`config.mk`:
```
export PLATFORM = sky130hd
export DESIGN_NAME = presettable_up_down_counter
export DESIGN_NICKNAME = d
export VERILOG_FILES = /design/src/logic/updown_counter_pkg.sv /design/src/logic/presettable_up_down_counter.sv
export SDC_FILE = /design/constraint.sdc
export NUM_CORES = 1
export LEC_CHECK = 0
export BUFFER_PORTS_ARGS = -buffer_cell sky130_fd_sc_hd__clkbuf_2
export CORE_MARGIN = 8
export CORE_UTILIZATION = 40
export CTS_CLUSTER_DIAMETER = 200
export DETAILED_ROUTE_END_ITERATION = 8
export GPL_TIMING_DRIVEN = 0
export SYNTH_ARGS = -nofsm -noshare
export SYNTH_HDL_FRONTEND = slang
export SYNTH_SLANG_ARGS = --single-unit
```
`constraint.sdc`:
```
create_clock -name clock -period 2.65 [get_ports clock]
set_clock_uncertainty 0.15 [all_clocks]
set_input_delay 0.265 -clock clock [delete_from_list [all_inputs] [get_ports clock]]
set_output_delay 0.265 -clock clock [all_outputs]
set_load 0.01 [all_outputs]
```
`src/logic/updown_counter_pkg.sv`:
```
`default_nettype none

package updown_counter_pkg;

    // ------------------------------------------------------------
    // constants
    // ------------------------------------------------------------
    localparam int          COUNT_WIDTH = 4;
    localparam logic [3:0]  COUNT_RESET = 4'h0;
    localparam logic [3:0]  COUNT_ZERO  = 4'h0;
    localparam logic [3:0]  MAX_DECADE  = 4'h9;
    localparam logic [3:0]  MAX_BINARY  = 4'hF;
    localparam logic        TC_RESET    = 1'b0;
    localparam logic        RC_N_RESET  = 1'b1;
    localparam logic        CLK_RESET   = 1'b0;

    // ------------------------------------------------------------
    // control inputs from the controller or earlier stage
    // ------------------------------------------------------------
    typedef struct packed {
        logic parallel_load_n;
        logic count_enable_n;
        logic count_down;
    } count_ctrl_t;

endpackage

`default_nettype wire

```
`src/logic/presettable_up_down_counter.sv`:
```
// Functional notes
// - while load low, preset data is copied into the count and shown
// - load overrides clock, enable and direction
// - with load high and enable low, count changes only on count clock rise
// - with enable high the count holds
// - direction low: each count clock rise increments
// - direction high: each count clock rise decrements
// - terminal count high at zero counting down, at maximum counting up
// - terminal count follows state and direction only, stays until they change
// - ripple clock rests high, pulses low in clock low phase when enabled at terminal
// - terminal count ignores this stage's own enable
`timescale 1ns/10ps
`default_nettype none

module presettable_up_down_counter #(
    parameter logic [3:0] MAX_COUNT = updown_counter_pkg::MAX_DECADE
) (
    input  wire logic                             clock,
    input  wire logic                             rst_n,
    input  wire logic                             count_clock,
    input  wire updown_counter_pkg::count_ctrl_t  ctrl,
    input  wire logic [3:0]                       preset_data,
    output logic [3:0]                            count_outputs,
    output logic                                  terminal_count,
    output logic                                  ripple_clock_n
);

    // ------------------------------------------------------------
    // count clock edge detection
    // ------------------------------------------------------------
    logic       count_clock_q;
    logic       count_rise;
    logic [3:0] count_d;
    logic       tc_d;
    logic       rc_n_d;

    always_ff @(posedge clock) begin
        if (!rst_n) begin
            count_clock_q <= updown_counter_pkg::CLK_RESET;
        end else begin
            count_clock_q <= count_clock;
        end
    end

    // reset value low: a count clock already high at release reads as one rise
    assign count_rise = count_clock & ~count_clock_q;

    // ------------------------------------------------------------
    // next count
    // ------------------------------------------------------------
    // load is sampled on the system clock, so it lands one cycle late
    // decade values above nine, only reachable by load, wrap to zero counting up
    always_comb begin
        count_d = count_outputs;
        if (!ctrl.parallel_load_n) begin
            count_d = preset_data;
        end else if (!ctrl.count_enable_n && count_rise) begin
            if (!ctrl.count_down) begin
                if (count_outputs >= MAX_COUNT) begin
                    count_d = updown_counter_pkg::COUNT_ZERO;
                end else begin
                    count_d = count_outputs + 4'h1;
                end
            end else begin
                if (count_outputs == updown_counter_pkg::COUNT_ZERO) begin
                    count_d = MAX_COUNT;
                end else begin
                    count_d = count_outputs - 4'h1;
                end
            end
        end
    end

    always_ff @(posedge clock) begin
        if (!rst_n) begin
            count_outputs <= updown_counter_pkg::COUNT_RESET;
        end else begin
            count_outputs <= count_d;
        end
    end

    // ------------------------------------------------------------
    // terminal count
    // ------------------------------------------------------------
    // decoded from the next state so it lines up with the count outputs
    assign tc_d = ctrl.count_down ? (count_d == updown_counter_pkg::COUNT_ZERO)
                                  : (count_d == MAX_COUNT);

    always_ff @(posedge clock) begin
        if (!rst_n) begin
            terminal_count <= updown_counter_pkg::TC_RESET;
        end else begin
            terminal_count <= tc_d;
        end
    end

    // ------------------------------------------------------------
    // ripple clock
    // ------------------------------------------------------------
    // registered, so it is glitch free like terminal count
    // follows the sampled count clock, one cycle behind the pin
    assign rc_n_d = ~(~ctrl.count_enable_n & terminal_count & ~count_clock);

    always_ff @(posedge clock) begin
        if (!rst_n) begin
            ripple_clock_n <= updown_counter_pkg::RC_N_RESET;
        end else begin
            ripple_clock_n <= rc_n_d;
        end
    end
endmodule
`default_nettype wire

```
==> metrics.txt <==
status=finished, final reports clean; Seq/Total Area, Yosys=24.3%; initial antenna violation count=0; Int Power=0.211 mW; number of I/O pins=16; Mapped Nets=80; Clock Latency Late Sink=250 ps; Cell variety after synth=34; WHS Endpoint=count_outputs[1]$_SDFF_PN0_; Final Cycle Share=84.9%; HPWL Detailed=1060 um; CTS tree=yes; reg-to-reg startpoint=count_outputs[1]$_SDFF_PN0_; maximum root-to-sink buffer count=2; # H-tree levels=1; Max Slew Vio Count=0; RSZ-0062 raised after global routing=no; Mapped Cells=66; Die H=54.0 um; Post-CTS Setup Bufs=0; standard-cell rows=13; reg-to-reg endpoint=terminal_count$_SDFF_PN0_; CP Max Fanout=7; Worst path slowest cell=dfxtp_1; Worst VDD drop=0.421 mV; final-stage net count=98; Routed WL=1340 um; drt drc=0; LEAKAGE=0.289 nW; GP Congestion=0.788; Slew headroom=76.5%; Reg clk slew, reported paths=50 ps; total number of vias=543; Die W=54.0 um; area grow syn2layout=19.1%; setup TNS=0 ps; kind of critical path=flip-flop to flip-flop; Cell Area, Synth=577 sq um; final hold vios=0; Sequential Power Share=39.7%; Yosys reg bits=7; first-pass GRT wire length=2280 um; vias in the first global route=543; Comb power frac=28.4%; Reg2Reg Setup Slack=400 ps; Core Area=0.00132 sq mm; Clock Power Share=32.0%; most used cell, CP=o221ai_1; synth warn=0; Pwr per Cell Area=443 mW/mm^2; final setup fails=0; Worst-Margin Slew=352 ps; initial core utilization=43.8%; maxcap violations=0; Total Routing Usage GR=10.3%; CP max stage delay=470 ps; Final Cell Area=687 sq um; largest net degree at the start of global routing=11; CP required=2650 ps; hold crit path type=primary input to flip-flop; Die ar.=0.00291 sq mm; vias per cell=5.54; DP Area=661 sq um; CP Capture Type=flip-flop; n_diodes=0; post-CTS sizing=0; Avg WL per Cell=13.7 um; Hold Path Depth=2; share of layout cells above drive strength 1=27.7%; switching power=0.0929 mW; I/O Buffers=13; Startpoint Class=flip-flop; syn avg cell area=8.74 sq um; R2R depth=7; Pwr Total=0.304 mW; hold_sp=rst_n; WP data arrival=2250 ps; Post-CTS Hold Buffers=0; DR iter-0 viols=17; worst-path cell chain=inv_1, ha_1, nand2b_1, o221ai_1, o221ai_1, a211o_1, a2111oi_2; Tmin final=2250 ps; ANT nets after route=0; DRT Pass-1 Iters=4; number of CTS-inserted buffers=3; switch share=30.5%; Root Buffer=clkbuf_4; Congestion Overflow GR=0; CP startpoint=count_outputs[1]$_SDFF_PN0_; TritonCTS Sinks=7; Max Fclk=445 MHz
==> state kept, by name (all words and copies together), names as in the netlist <==
signal	flops
count_outputs	4
terminal_count	1
ripple_clock_n	1
count_clock_q	1
==> metrics by stage <==
stage	hold slack, ps	cells	setup slack (ps)	util [%]
floorplan	231	66	547	-
global placement	349	94	403	50.1
detailed placement	351	94	418	50.1
CTS	101	98	407	52.1
global route	113	98	294	52.1
finish	103	98	401	52.1
==> metal layers <==
layer	part of all wire [%]	GRT usage, %	up-vias	wire (um)
li1	-	-	278	-
met5	0	0	-	0
met2	43	15.6	28	569
met3	10	6.89	2	140
met1	46	12.3	235	620
met4	0.60	0.820	0	8
==> worst max-delay path by stage <==
| stage | end | slack (ps) | cells past startpoint |
|---|---|---|---|
| 5_1_grt | terminal_count$_SDFF_PN0_ | 290 | 7 |
| 3_5_place_dp | terminal_count$_SDFF_PN0_ | 420 | 7 |
| 6_report | terminal_count$_SDFF_PN0_ | 400 | 7 |
| 4_1_cts | terminal_count$_SDFF_PN0_ | 410 | 7 |
| 3_3_place_gp | terminal_count$_SDFF_PN0_ | 400 | 7 |
| 2_1_floorplan | terminal_count$_SDFF_PN0_ | 550 | 7 |
==> worst max-delay path, delay by kind of cell (launching register included) <==
kind                       cells  cell delay [ps]
AOI/OAI and AO/OA              4             1030
adders and majority gates      1              200
buffers and inverters          1              130
DFF                            1              470
and+or+nand+nor                1              180
==> placed cells by master (no fill, tap or decap), drive strengths merged, types with 2 or more instances in the layout <==
cell / synthesis / routed
ha: 4 / 4
clkbuf: 1 / 18
a31oi: 2 / 2
buf: 3 / 3
nor2b: 2 / 2
inv: 5 / 5
nor3b: 2 / 2
dfxtp: 7 / 7
or2b: 2 / 2
o22ai: 2 / 2
nand2b: 6 / 6
nor2: 3 / 3
o211ai: 2 / 2
and2: 3 / 3
a21oi: 2 / 2
o21ai: 4 / 4
o221ai: 2 / 2
==> logic make-up (layout without fill, tap and decap cells) <==
group	count (synthesis)	in the layout	synth area share, %
and+or+nand+nor	25	25	31.2
AOI/OAI and AO/OA	21	21	26.7
buffers and inverters	9	26	9.11
DFF	7	7	24.3
adders and majority gates	4	4	8.68
==> Yosys cell counts (all sizes together) <==
master / n / area [sq um]
dfxtp: 7 / 140
nand2b: 6 / 45.0
inv: 5 / 18.8
ha: 4 / 50.1
o21ai: 4 / 20.0
and2: 3 / 18.8
buf: 3 / 30.0
nor2: 3 / 11.3
a21oi: 2 / 10.0
a31oi: 2 / 12.5
nor2b: 2 / 12.5
nor3b: 2 / 26.3
o211ai: 2 / 15.0
o221ai: 2 / 17.5
o22ai: 2 / 12.5
or2b: 2 / 15.0
a2111oi: 1 / 15.0
a211o: 1 / 8.76
a21o: 1 / 7.51
a31o: 1 / 8.76
clkbuf: 1 / 3.75
nand2: 1 / 3.75
nand3b: 1 / 7.51
nand4: 1 / 6.26
nand4bb: 1 / 11.3
nor4: 1 / 6.26
o311a: 1 / 10.0
o31a: 1 / 8.76
o31ai: 1 / 7.51
or2: 1 / 6.26
or4b: 1 / 10.0
==> power groups by stage <==
stage | registers, mW | clock network, mW | logic [mW]
floorplan | 0.123 | 0 | 0.0606
global placement | 0.123 | 0 | 0.0855
detailed placement | 0.123 | 0 | 0.0860
CTS | 0.121 | 0.0993 | 0.0864
global route | 0.122 | 0.108 | 0.0965
finish | 0.121 | 0.0972 | 0.0862
==> cell type report <==
cell class	instances	area [sq um]
Sequential cell	7	140
Clock buffer	4	26.3
Timing Repair Buffer	13	65.1
Fill cell	142	631
Tap cell	15	18.8
Buffer	4	33.8
Multi-Input combinational cell	50	384
Inverter	5	18.8
Power figures use the tool's default switching activity.
